==> src/inertial_event_irq_two_defines.svh <==
`ifndef INERTIAL_EVENT_IRQ_TWO_DEFINES_SVH
`define INERTIAL_EVENT_IRQ_TWO_DEFINES_SVH

// register indexes; the bus byte address is 4 * index
`define IEV_IDX_CONFIG     8'h34
`define IEV_IDX_SOURCE     8'h35
`define IEV_IDX_THRESHOLD  8'h36
`define IEV_IDX_DURATION   8'h37
`define IEV_IDX_IRQ_STATUS 8'h38
`define IEV_IDX_IRQ_MASK   8'h39
`define IEV_IDX_CONTROL    8'h3A

// configuration fields
`define IEV_CFG_COMBINE    7
`define IEV_CFG_SIXDIR     6
`define IEV_SRC_ACTIVE     6
`define IEV_FIELD_MSB      6
`define IEV_CTRL_LATCH     0

// flag groups in source order {zh, zl, yh, yl, xh, xl}
`define IEV_HIGH_FLAGS     6'h2A
`define IEV_LOW_FLAGS      6'h15

// duration counter saturates here rather than wrapping to zero
`define IEV_CNT_MAX        7'h7F

// reset values
`define IEV_RST_BYTE       8'h00
`define IEV_RST_FIELD      7'h00
`define IEV_RST_FLAGS      6'h00
`define IEV_RST_DIV        16'h0000

// interrupt status bits
`define IEV_IRQ_EVENT      0
`define IEV_IRQ_WIDTH      1

// data rate divider default (odr tick every N clocks)
`define IEV_ODR_DIV_DEF    16'h0064

`endif

==> src/inertial_event_irq_two_pkg.sv <==
package inertial_event_irq_two_pkg;
   typedef enum logic [1:0] {
      MODE_OR   = 2'b00,
      MODE_MOVE = 2'b01,
      MODE_AND  = 2'b10,
      MODE_POS  = 2'b11
   } combine_mode_t;

   typedef enum logic [1:0] {
      BUS_IDLE = 2'b00,
      BUS_DONE = 2'b01
   } bus_state_t;
endpackage

==> src/axis_compare.sv <==
`timescale 1ns/1ns
`default_nettype none
// per-axis magnitude compare against threshold; result registered
module axis_compare #(
   parameter int AXES  = 3,
   parameter int WIDTH = 16
) (
   input  wire logic                  sys_clk_i,
   input  wire logic                  rst_n_i,
   input  wire logic [AXES*WIDTH-1:0] accel_i,
   input  wire logic [6:0]            threshold_i,
   output logic      [AXES-1:0]       high_o,
   output logic      [AXES-1:0]       low_o
);
   // elaboration guard: the threshold needs eight bits of room
   if (WIDTH < 8) begin : g_bad_width
      $error("axis_compare: WIDTH below 8");
   end

   // compare the signed axis value with the unsigned threshold placed in the top bits
   genvar g;
   generate
      for (g = 0; g < AXES; g = g + 1) begin : g_axis
         logic signed [WIDTH-1:0] v;
         logic signed [WIDTH-1:0] t;
         assign v = accel_i[g*WIDTH +: WIDTH];
         assign t = {1'b0, threshold_i, {(WIDTH-8){1'b0}}};
         always_ff @(posedge sys_clk_i or negedge rst_n_i) begin
            if (!rst_n_i) begin
               high_o[g] <= 1'b0;
               low_o[g]  <= 1'b0;
            end else begin
               high_o[g] <= (v > t);
               low_o[g]  <= (v < -t);
            end
         end
      end
   endgenerate
endmodule
`default_nettype wire

==> src/inertial_event_irq_two.sv <==
// Notes on behaviour
// - six-dir off: select chooses OR or AND
// - six-dir on: select chooses movement or position
// - high enable per axis gates over-threshold
// - low enable per axis gates under-threshold
// - active flag set on event, resets zero
// - six source flags, top bit zero
// - source register ignores writes
// - source read clears active and pin
// - latched mode freezes flags until read
// - seven-bit threshold, top bit zero
// - seven-bit minimum duration, resets zero
// - duration counts output-data-rate ticks
`timescale 1ns/1ns
`default_nettype none
`include "inertial_event_irq_two_defines.svh"
module inertial_event_irq_two #(
   parameter int        WIDTH   = 16,
   parameter logic [15:0] ODR_DIV = `IEV_ODR_DIV_DEF
) (
   input  wire logic              sys_clk_i,
   input  wire logic              rst_n_i,
   input  wire logic [3*WIDTH-1:0] accel_i,
   input  wire logic [7:0]        avs_address,
   input  wire logic              avs_read,
   input  wire logic              avs_write,
   input  wire logic [31:0]       avs_writedata,
   input  wire logic [3:0]        avs_byteenable,
   output logic      [31:0]       avs_readdata,
   output logic                   avs_waitrequest,
   output logic                   event_pin_o,
   output logic                   irq_o
);
   // elaboration guard: a zero divider would wrap and tick only every 65536 clocks
   if (ODR_DIV == 16'h0000) begin : g_bad_div
      $error("ODR_DIV must be nonzero");
   end

   ////////////////////////////////////////////////////////////////////////
   typedef struct packed {
      logic [7:0]                          cfg;
      logic [6:0]                          ths;
      logic [6:0]                          dur;
      logic                                latch;
      logic [5:0]                          flags;
      logic                                active;
      logic [6:0]                          cnt;
      logic [15:0]                         div;
      logic [`IEV_IRQ_WIDTH-1:0]           irq_st;
      logic [`IEV_IRQ_WIDTH-1:0]           irq_mk;
      logic [31:0]                         rdata;
      inertial_event_irq_two_pkg::bus_state_t bst;
      logic [5:0]                          pos_q;
   } state_t;

   state_t s_q;
   state_t s_d;

   logic [2:0] hi;
   logic [2:0] lo;

   // magnitude compares per axis, one cycle of latency
   axis_compare #(
      .AXES  (3),
      .WIDTH (WIDTH)
   ) u_cmp (
      .sys_clk_i   (sys_clk_i),
      .rst_n_i     (rst_n_i),
      .accel_i     (accel_i),
      .threshold_i (s_q.ths),
      .high_o      (hi),
      .low_o       (lo)
   );

   ////////////////////////////////////////////////////////////////////////
   logic        odr_tick;
   logic [5:0]  raw;
   logic [5:0]  en;
   logic        cond;
   logic        fire;
   logic        acc;
   logic [7:0]  idx;
   logic        rd_src;
   logic [5:0]  pos_now;
   inertial_event_irq_two_pkg::combine_mode_t mode;

   // source order {zh, zl, yh, yl, xh, xl}
   assign raw  = {hi[2], lo[2], hi[1], lo[1], hi[0], lo[0]};
   assign en   = s_q.cfg[5:0];
   assign mode = inertial_event_irq_two_pkg::combine_mode_t'(
                 {s_q.cfg[`IEV_CFG_COMBINE], s_q.cfg[`IEV_CFG_SIXDIR]});
   assign odr_tick = (s_q.div == ODR_DIV - 16'h0001);
   assign acc  = (avs_read || avs_write) && (s_q.bst == inertial_event_irq_two_pkg::BUS_IDLE);
   assign idx  = {2'b00, avs_address[7:2]};
   // read of the source register, taken once per access
   assign rd_src = acc && avs_read && (idx == `IEV_IDX_SOURCE);
   // in six-direction modes the direction is the enabled raw flags (raw & en), with no choice between the sides of an axis
   assign pos_now = raw & en;

   // mode decode of the qualifying condition
   always_comb begin
      cond = 1'b0;
      case (mode)
         inertial_event_irq_two_pkg::MODE_OR:   cond = |(raw & en);
         inertial_event_irq_two_pkg::MODE_AND:  cond = (en != `IEV_RST_FLAGS) && ((raw & en) == en);
         inertial_event_irq_two_pkg::MODE_MOVE: cond = |(pos_now & ~s_q.pos_q);
         // position: stable in a known enabled direction
         inertial_event_irq_two_pkg::MODE_POS:  cond = (pos_now != `IEV_RST_FLAGS) && (pos_now == s_q.pos_q);
         default:                               cond = 1'b0;
      endcase
   end

   // duration reached: zero duration fires at once on a tick with condition
   assign fire = cond && odr_tick && (s_q.cnt >= s_q.dur);

   ////////////////////////////////////////////////////////////////////////
   // next-state logic; bus answers one cycle after the request is seen
   always_comb begin
      s_d = s_q;
      avs_waitrequest = (s_q.bst == inertial_event_irq_two_pkg::BUS_IDLE);
      s_d.div = odr_tick ? `IEV_RST_DIV : s_q.div + 16'h0001;
      if (odr_tick) begin
         s_d.pos_q = pos_now;
         if (cond && !fire) begin
            s_d.cnt = (s_q.cnt == `IEV_CNT_MAX) ? s_q.cnt : s_q.cnt + 7'h01;
         end else if (!cond) begin
            s_d.cnt = `IEV_RST_FIELD;
         end
      end
      if (rd_src) begin
         s_d.active = 1'b0;
      end
      // event sets active; set wins over read clear
      if (fire) begin
         s_d.active = 1'b1;
         s_d.irq_st[`IEV_IRQ_EVENT] = 1'b1;
         if (!s_q.latch || !s_q.active || rd_src) begin
            s_d.flags = raw & en;
         end
      end
      // bus handshake
      if (s_q.bst == inertial_event_irq_two_pkg::BUS_DONE) begin
         s_d.bst = inertial_event_irq_two_pkg::BUS_IDLE;
      end else if (acc) begin
         s_d.bst   = inertial_event_irq_two_pkg::BUS_DONE;
         s_d.rdata = 32'h0000_0000;
         if (avs_read) begin
            case (idx)
               `IEV_IDX_CONFIG:     s_d.rdata[7:0] = s_q.cfg;
               `IEV_IDX_SOURCE:     s_d.rdata[7:0] = {1'b0, s_q.active, s_q.flags};
               `IEV_IDX_THRESHOLD:  s_d.rdata[7:0] = {1'b0, s_q.ths};
               `IEV_IDX_DURATION:   s_d.rdata[7:0] = {1'b0, s_q.dur};
               `IEV_IDX_IRQ_STATUS: s_d.rdata[`IEV_IRQ_WIDTH-1:0] = s_q.irq_st;
               `IEV_IDX_IRQ_MASK:   s_d.rdata[`IEV_IRQ_WIDTH-1:0] = s_q.irq_mk;
               `IEV_IDX_CONTROL:    s_d.rdata[`IEV_CTRL_LATCH] = s_q.latch;
               default:             s_d.rdata = 32'h0000_0000;
            endcase
         end else if (avs_byteenable[0]) begin
            case (idx)
               `IEV_IDX_CONFIG:     s_d.cfg = avs_writedata[7:0];
               `IEV_IDX_THRESHOLD:  s_d.ths = avs_writedata[`IEV_FIELD_MSB:0];
               `IEV_IDX_DURATION:   s_d.dur = avs_writedata[`IEV_FIELD_MSB:0];
               // write one to clear; a same-cycle event keeps the bit
               `IEV_IDX_IRQ_STATUS: s_d.irq_st = (s_q.irq_st & ~avs_writedata[`IEV_IRQ_WIDTH-1:0])
                                                 | (fire ? 1'b1 : 1'b0);
               `IEV_IDX_IRQ_MASK:   s_d.irq_mk = avs_writedata[`IEV_IRQ_WIDTH-1:0];
               `IEV_IDX_CONTROL:    s_d.latch = avs_writedata[`IEV_CTRL_LATCH];
               default:             s_d.cfg = s_q.cfg;
            endcase
         end
      end
   end

   ////////////////////////////////////////////////////////////////////////
   // state register
   always_ff @(posedge sys_clk_i or negedge rst_n_i) begin
      if (!rst_n_i) begin
         s_q.cfg    <= `IEV_RST_BYTE;
         s_q.ths    <= `IEV_RST_FIELD;
         s_q.dur    <= `IEV_RST_FIELD;
         s_q.latch  <= 1'b0;
         s_q.flags  <= `IEV_RST_FLAGS;
         s_q.active <= 1'b0;
         s_q.cnt    <= `IEV_RST_FIELD;
         s_q.div    <= `IEV_RST_DIV;
         s_q.irq_st <= '0;
         s_q.irq_mk <= '0;
         s_q.rdata  <= 32'h0000_0000;
         s_q.bst    <= inertial_event_irq_two_pkg::BUS_IDLE;
         s_q.pos_q  <= `IEV_RST_FLAGS;
      end else begin
         s_q <= s_d;
      end
   end

   assign event_pin_o  = s_q.active;
   assign irq_o        = |(s_q.irq_st & s_q.irq_mk);
   assign avs_readdata = s_q.rdata;

   ////////////////////////////////////////////////////////////////////////
   // assertions; all sample on the one system clock and sleep through reset
   // read clears pin
   AST_READ_CLEARS: assert property (@(posedge sys_clk_i) disable iff (!rst_n_i)
      rd_src && !fire |=> !event_pin_o)
      else $error("source read did not clear the active flag");

   AST_FIRE_SETS: assert property (@(posedge sys_clk_i) disable iff (!rst_n_i)
      fire |=> event_pin_o && s_q.irq_st[`IEV_IRQ_EVENT])
      else $error("event did not set the active flag");

   AST_ACTIVE_ONLY_FIRE: assert property (@(posedge sys_clk_i) disable iff (!rst_n_i)
      !fire |=> !$rose(event_pin_o))
      else $error("active flag rose without an event");

   AST_PIN_HOLDS: assert property (@(posedge sys_clk_i) disable iff (!rst_n_i)
      event_pin_o && !rd_src |=> event_pin_o)
      else $error("pin dropped without a source read");

   AST_SRC_MSB: assert property (@(posedge sys_clk_i) disable iff (!rst_n_i)
      $past(rd_src) |-> !avs_readdata[7])
      else $error("source top bit not zero");

   AST_THS_MSB: assert property (@(posedge sys_clk_i) disable iff (!rst_n_i)
      $past(acc && avs_read && idx == `IEV_IDX_THRESHOLD) |-> !avs_readdata[7])
      else $error("threshold top bit not zero");

   AST_DUR_MSB: assert property (@(posedge sys_clk_i) disable iff (!rst_n_i)
      $past(acc && avs_read && idx == `IEV_IDX_DURATION) |-> !avs_readdata[7])
      else $error("duration top bit not zero");

   AST_LATCH_FROZEN: assert property (@(posedge sys_clk_i) disable iff (!rst_n_i)
      s_q.latch && s_q.active && !rd_src |=> $stable(s_q.flags))
      else $error("latched flags changed before read");

   AST_EARLY_END: assert property (@(posedge sys_clk_i) disable iff (!rst_n_i)
      odr_tick && !cond |=> s_q.cnt == `IEV_RST_FIELD)
      else $error("count not restarted after early end");

   AST_FLAGS_ON_FIRE: assert property (@(posedge sys_clk_i) disable iff (!rst_n_i)
      !fire |=> $stable(s_q.flags))
      else $error("flags changed without an event");

   // nonzero duration needs history; the previous tick lies exactly one divider period back
   AST_NO_FIRE_SHORT: assert property (@(posedge sys_clk_i) disable iff (!rst_n_i)
      fire && s_q.dur != `IEV_RST_FIELD |-> $past(cond && odr_tick, ODR_DIV))
      else $error("fired before minimum duration");

   AST_TICK_ONLY: assert property (@(posedge sys_clk_i) disable iff (!rst_n_i)
      !odr_tick |=> $stable(s_q.cnt))
      else $error("duration count moved between rate ticks");

   AST_OR_MODE: assert property (@(posedge sys_clk_i) disable iff (!rst_n_i)
      mode == inertial_event_irq_two_pkg::MODE_OR && (raw & en) == 6'h00 |-> !cond)
      else $error("or mode raised without enabled event");

   AST_AND_MODE: assert property (@(posedge sys_clk_i) disable iff (!rst_n_i)
      mode == inertial_event_irq_two_pkg::MODE_AND && (raw & en) != en |-> !cond)
      else $error("and mode raised with an enabled event missing");

   AST_MOVE_NEW: assert property (@(posedge sys_clk_i) disable iff (!rst_n_i)
      mode == inertial_event_irq_two_pkg::MODE_MOVE && pos_now == s_q.pos_q |-> !cond)
      else $error("movement raised without a new direction");

   AST_POS_STABLE: assert property (@(posedge sys_clk_i) disable iff (!rst_n_i)
      mode == inertial_event_irq_two_pkg::MODE_POS && pos_now != s_q.pos_q |-> !cond)
      else $error("position raised while direction changed");

   AST_HIGH_GATED: assert property (@(posedge sys_clk_i) disable iff (!rst_n_i)
      $changed(s_q.flags) |-> (s_q.flags & ~$past(en) & `IEV_HIGH_FLAGS) == `IEV_RST_FLAGS)
      else $error("disabled high event reached the flags");

   AST_LOW_GATED: assert property (@(posedge sys_clk_i) disable iff (!rst_n_i)
      $changed(s_q.flags) |-> (s_q.flags & ~$past(en) & `IEV_LOW_FLAGS) == `IEV_RST_FLAGS)
      else $error("disabled low event reached the flags");

   AST_SRC_READ_ONLY: assert property (@(posedge sys_clk_i) disable iff (!rst_n_i)
      acc && avs_write && idx == `IEV_IDX_SOURCE && !fire |=> $stable(s_q.flags) && $stable(s_q.active))
      else $error("write changed the source register");

   // status bit is sticky until a write of one
   AST_STATUS_STICKY: assert property (@(posedge sys_clk_i) disable iff (!rst_n_i)
      s_q.irq_st[`IEV_IRQ_EVENT] && !(acc && avs_write && idx == `IEV_IDX_IRQ_STATUS)
      |=> s_q.irq_st[`IEV_IRQ_EVENT])
      else $error("interrupt status dropped without a clear");

   // a masked status never reaches the interrupt line
   AST_MASKED_QUIET: assert property (@(posedge sys_clk_i) disable iff (!rst_n_i)
      !s_q.irq_mk[`IEV_IRQ_EVENT] |-> !irq_o)
      else $error("masked status raised the interrupt");

   // one wait cycle per access
   AST_WAIT_ONE: assert property (@(posedge sys_clk_i) disable iff (!rst_n_i)
      acc |=> !avs_waitrequest)
      else $error("bus answer not after one cycle");

   // the answer stands for one cycle only, so a held request is not taken twice
   AST_WAIT_IDLE: assert property (@(posedge sys_clk_i) disable iff (!rst_n_i)
      s_q.bst == inertial_event_irq_two_pkg::BUS_DONE |=> avs_waitrequest)
      else $error("bus answer stood longer than one cycle");

   // main scenarios worth seeing at least once
   COV_FIRE:  cover property (@(posedge sys_clk_i) disable iff (!rst_n_i) fire);
   COV_CLEAR: cover property (@(posedge sys_clk_i) disable iff (!rst_n_i) event_pin_o ##1 rd_src);
   COV_AND:   cover property (@(posedge sys_clk_i) disable iff (!rst_n_i)
      mode == inertial_event_irq_two_pkg::MODE_AND && fire);
   COV_POS:   cover property (@(posedge sys_clk_i) disable iff (!rst_n_i)
      mode == inertial_event_irq_two_pkg::MODE_POS && fire);
   COV_MOVE:  cover property (@(posedge sys_clk_i) disable iff (!rst_n_i)
      mode == inertial_event_irq_two_pkg::MODE_MOVE && fire);
endmodule
`default_nettype wire

==> config.mk <==
export PLATFORM = sky130hd
export DESIGN_NAME = inertial_event_irq_two
export DESIGN_NICKNAME = d
export VERILOG_FILES = /design/src/inertial_event_irq_two_pkg.sv /design/src/axis_compare.sv /design/src/inertial_event_irq_two.sv
export VERILOG_INCLUDE_DIRS = /design/src /design/src/src
export SDC_FILE = /design/constraint.sdc
export NUM_CORES = 1
export LEC_CHECK = 0
export BUFFER_PORTS_ARGS = -buffer_cell sky130_fd_sc_hd__buf_2
export CAP_MARGIN = 10
export CORE_MARGIN = 3
export CORE_UTILIZATION = 49
export DETAILED_ROUTE_END_ITERATION = 10
export PLACE_DENSITY = 0.77
export REMOVE_ABC_BUFFERS = 1
export SLEW_MARGIN = 20
export SYNTH_ARGS = -nofsm -noshare
export SYNTH_HDL_FRONTEND = slang
export SYNTH_HIERARCHICAL = 1
export SYNTH_SLANG_ARGS = --single-unit
==> constraint.sdc <==
create_clock -name sys_clk_i -period 2 [get_ports sys_clk_i]
set_input_delay 0.2 -clock sys_clk_i [delete_from_list [all_inputs] [get_ports sys_clk_i]]
set_output_delay 0.2 -clock sys_clk_i [all_outputs]
set_load 0.02 [all_outputs]
==> flow_summary_export.csv <==
group,metric,value,unit
route,detail_route.iter0.violations,306,
power_and_ir_drop,cellPowerDensity,575,mW/mm^2
final_layout,register_area,0.00190,sq mm
route,detailed_route_wl,13200,microns
timing,post-route-min-period,2170,ps
critical_path,crit_type,"reg2reg",
clock_network,tritoncts.num_buffers,9,
critical_path,critical_path_peak_fanout,6,
route,viasPerCell,5.54,
yosys,synth-edff-count,0,
clock_network,tritoncts,"yes",
final_layout,number_of_fillers_in_the_final_layout,834,
floorplan,die-width,109,microns
grt,aggregate_global_routing_overflow,0,
critical_path,path_cells,"and2_4 -> ha_1 -> and4_1 -> a41o_1 -> o211ai_1 -> a21oi_2 -> o2111a_1 -> buf_6 -> mux2_4",
floorplan,num_io_pins,131,
clock_network,clockRootBuffer,"sky130_fd_sc_hd__clkbuf_8",
power_and_ir_drop,vdd_ir_drop_max,380,uV
hold_path,worst_hold_path.num_cells,3,
route,num_vias,4517,
placement,buffer_ports.inserted,77,
timing,setup_tns,-1540,ps
timing,timing.fmax,460,MHz
outcome,failed_checks,"setup timing",
floorplan,placeableCoreArea,0.0104,sq mm
yosys,synth_seq_area_share,0.362,
timing,setup_viol,16,
yosys,synth-seq-cells,76,
power_and_ir_drop,power.clock.fraction,0.350,
placement,dp_hpwl,10400,microns
floorplan,initial_core_util,0.506,
yosys,synth_flop_cell,"sky130_fd_sc_hd__dfrtp_1",
timing,fin_crit_sh,1.09,
timing,max_slew.worst_pin.slew,574,ps
timing,final_hold_viol_count,0,
timing,fin_skew,11.1,ps
critical_path,crit_path_start_kind,"register",
job,max_cap_viols,0,
route,drt_pre_antenna_iters,5,
grt,grt_pass1_wl,21200,microns
grt,grt_antenna_before_repair,1,
final_layout,diodes,0,
critical_path,r2r_end,"s_q[71]",
critical_path,endpoint_kind,"register",
clock_network,ctsHtreeMaxLevel,3,
power_and_ir_drop,leak_pwr,3.12,nW
timing,maxSlewHeadroom,0.615,
grt,globalRouteTotalUtil,0.225,
critical_path,crit_arrival,2410,ps
timing,hold_ws,92.1,ps
yosys,async_reset_ff_frac,1.00,
route,ant_nets,0,
critical_path,crit_path_top_delay_cell,"sky130_fd_sc_hd__dfrtp_1",
critical_path,r2r-start,"en[3]",
yosys,syn_inst,538,
hold_path,hold_end,"s_q[78]",
placement,finalWeightedCongestion,0.913,
grt,number_of_global_route_vias_before_repair,4531,
final_layout,flow.area_growth_from_synthesis,23.3,%
yosys,netlist-cell-type-count,66,
hold_path,worstHoldPathType,"in2reg",
floorplan,die_area,0.0120,sq mm
route,routed_wire_length_per_instance,16.2,microns
grt,grt_start_max_net_pins,34,
power_and_ir_drop,power.switching_fraction,0.279,
yosys,syn-mean-instance-area,9.75,sq um
clock_network,insertion_delay,350,ps
critical_path,critical_path.top_delay_family,"compound AO/OA/AOI/OAI gates",
yosys,synth.yosys.warnings,6,
power_and_ir_drop,power,3.72,mW
final_layout,post_route_cells_drive_above_1_share,0.323,
critical_path,critical_path.max_stage_delay,380,ps
timing,finalMaxSlewViolations,0,
clock_network,max-clock-path-buffers,2,
route,drt_drc_violations_left,0,
floorplan,placementRows,37,
clock_network,clk_pin_slew_worst_paths,80,ps
final_layout,nets,824,
power_and_ir_drop,share_comb_of_total_power,0.212,
yosys,syn-cell-area,0.00525,sq mm
hold_path,worst_hold_startpoint,"avs_writedata[5]",
critical_path,r2r_cells,9,
power_and_ir_drop,power_switching,1.04,mW
critical_path,worstPathBufferInverterCount,1,
clock_network,cts_num_sinks,76,
power_and_ir_drop,internal-power,2.68,mW
timing,grt_setup_unrepaired,"yes",
critical_path,ff2ff_setup_slack,-170,ps
outcome,outcome,"finished with violations",
final_layout,multi_input_area,0.00313,sq mm
floorplan,chipHeight,109,microns
timing,layout_setup_ws,-174,ps
power_and_ir_drop,seq_power_share,0.438,
critical_path,timing.critical_path.required,2240,ps
[layout by cell type, fill, tap and decap left out, drive strengths merged, types with 3 or more instances in the layout]
master and count:
a211oi 7, o21ai 44, nand4b 3, xnor2 20
and3 7, a21oi 8, mux4 6, conb 24
a22oi 3, mux2 23, o31a 3, inv 44
nor4b 8, ha 54, and2 7, clkbuf 12
nand4 7, o21a 3, nand3 18, buf 140
nor2b 12, dfrtp 76, and4 3, a221oi 3
nand2 44, xor2 6, nor3 20, nor2 30
a311oi 4, nor4 8
[repair_timing]
| action | 4_1_cts | 5_1_grt |
|---|---|---|
| setup buffers | 5 | 2 |
| gates resized for setup | 24 | 10 |
| hold buffers | 1 | 0 |
| setup endpoints to repair | 16 | 19 |
| pin swaps | 15 | 10 |
| endpoints found under the hold margin | 20 | 0 |
[final cells by class]
class,instances,area share
Timing Repair Buffer,141,0.137
Inverter,44,0.0255
Tap cell,136,0.0263
Clock inverter,4,0.0112
Multi-Input combinational cell,402,0.483
Clock buffer,12,0.0224
Sequential cell,76,0.294
[per-stage QoR]
| stage | util | setup slack [ps] | area [sq um] | cells |
|---|---|---|---|---|
| 6_report | 0.624 | -174 | 6470 | 815 |
| 5_1_grt | 0.624 | -281 | 6470 | 815 |
| 4_1_cts | 0.618 | -184 | 6410 | 813 |
| 3_5_place_dp | 0.583 | -235 | 6040 | 791 |
| 3_3_place_gp | 0.583 | -144 | 6040 | 791 |
| 2_1_floorplan | - | -299 | 5060 | 522 |
[power groups by stage]
stage,clock network [mW],logic (mW),registers (mW)
3_3_place_gp,0,0.704,1.65
6_report,1.30,0.790,1.63
5_1_grt,1.37,0.878,1.64
3_5_place_dp,0,0.736,1.66
4_1_cts,1.32,0.774,1.63
2_1_floorplan,0,0.412,1.65
[synthesized netlist by cell type (all sizes together), types with 3 or more instances]
cell type / n / share of area
and4: 3 / 0.0050
a221oi: 3 / 0.0050
o31a: 3 / 0.0050
a211oi: 7 / 0.010
nand4: 7 / 0.0083
nor4: 8 / 0.014
and3: 7 / 0.0086
xnor2: 20 / 0.035
buf: 36 / 0.051
nand4b: 3 / 0.0050
mux2: 23 / 0.053
nand2: 44 / 0.032
a22oi: 3 / 0.0043
o21ai: 44 / 0.043
nor2b: 12 / 0.014
clkbuf: 3 / 0.0021
nor2: 30 / 0.021
a21oi: 8 / 0.0083
dfrtp: 76 / 0.36
inv: 44 / 0.031
mux4: 6 / 0.026
o21a: 3 / 0.0043
nor3: 20 / 0.020
xor2: 6 / 0.010
nand3: 18 / 0.017
and2: 7 / 0.0086
nor4b: 8 / 0.013
ha: 54 / 0.13
a311oi: 4 / 0.0067
[flip-flops by register name (all words and copies together) (netlist names)]
name and count:
s_q 53, avs_readdata 8, en 6, u_cmp/high_o 3, u_cmp/low_o 3, mode 2
event_pin_o 1
[worst max path at each step]
stage | startpoint | to | depth (start not counted)
floorplan | en[1] | s_q[67] | 8
global placement | en[4] | s_q[68] | 9
detailed placement | u_cmp/low_o[1] | s_q[71] | 9
CTS | u_cmp/low_o[1] | s_q[68] | 9
global route | u_cmp/low_o[2] | s_q[67] | 9
finish | en[3] | s_q[71] | 9
[worst min-delay path, delay by kind of cell]
kind	cells	cell delay, ps
buf+inv	1	100
compound gates	1	60
simple gates	1	50
[logic make-up (layout without fill, tap and decap cells)]
group / after synthesis / count (layout) / synth area share
and+or+nand+nor: 178 / 178 / 0.184
AOI/OAI and AO/OA: 90 / 90 / 0.113
buffers and inverters: 83 / 201 / 0.0844
DFF: 76 / 76 / 0.362
adders and majority gates: 54 / 54 / 0.129
muxes: 30 / 30 / 0.0813
xor gates and xnor gates: 26 / 26 / 0.0448
other: 1 / 24 / 0.000715
[per-layer routing]
metal | track usage | share of wire
met5 | 0 | 0.00053
met4 | 0.0819 | 0.026
met3 | 0.0528 | 0.068
met2 | 0.388 | 0.49
met1 | 0.275 | 0.41
Note: power is estimated with default switching activity, not from simulation.
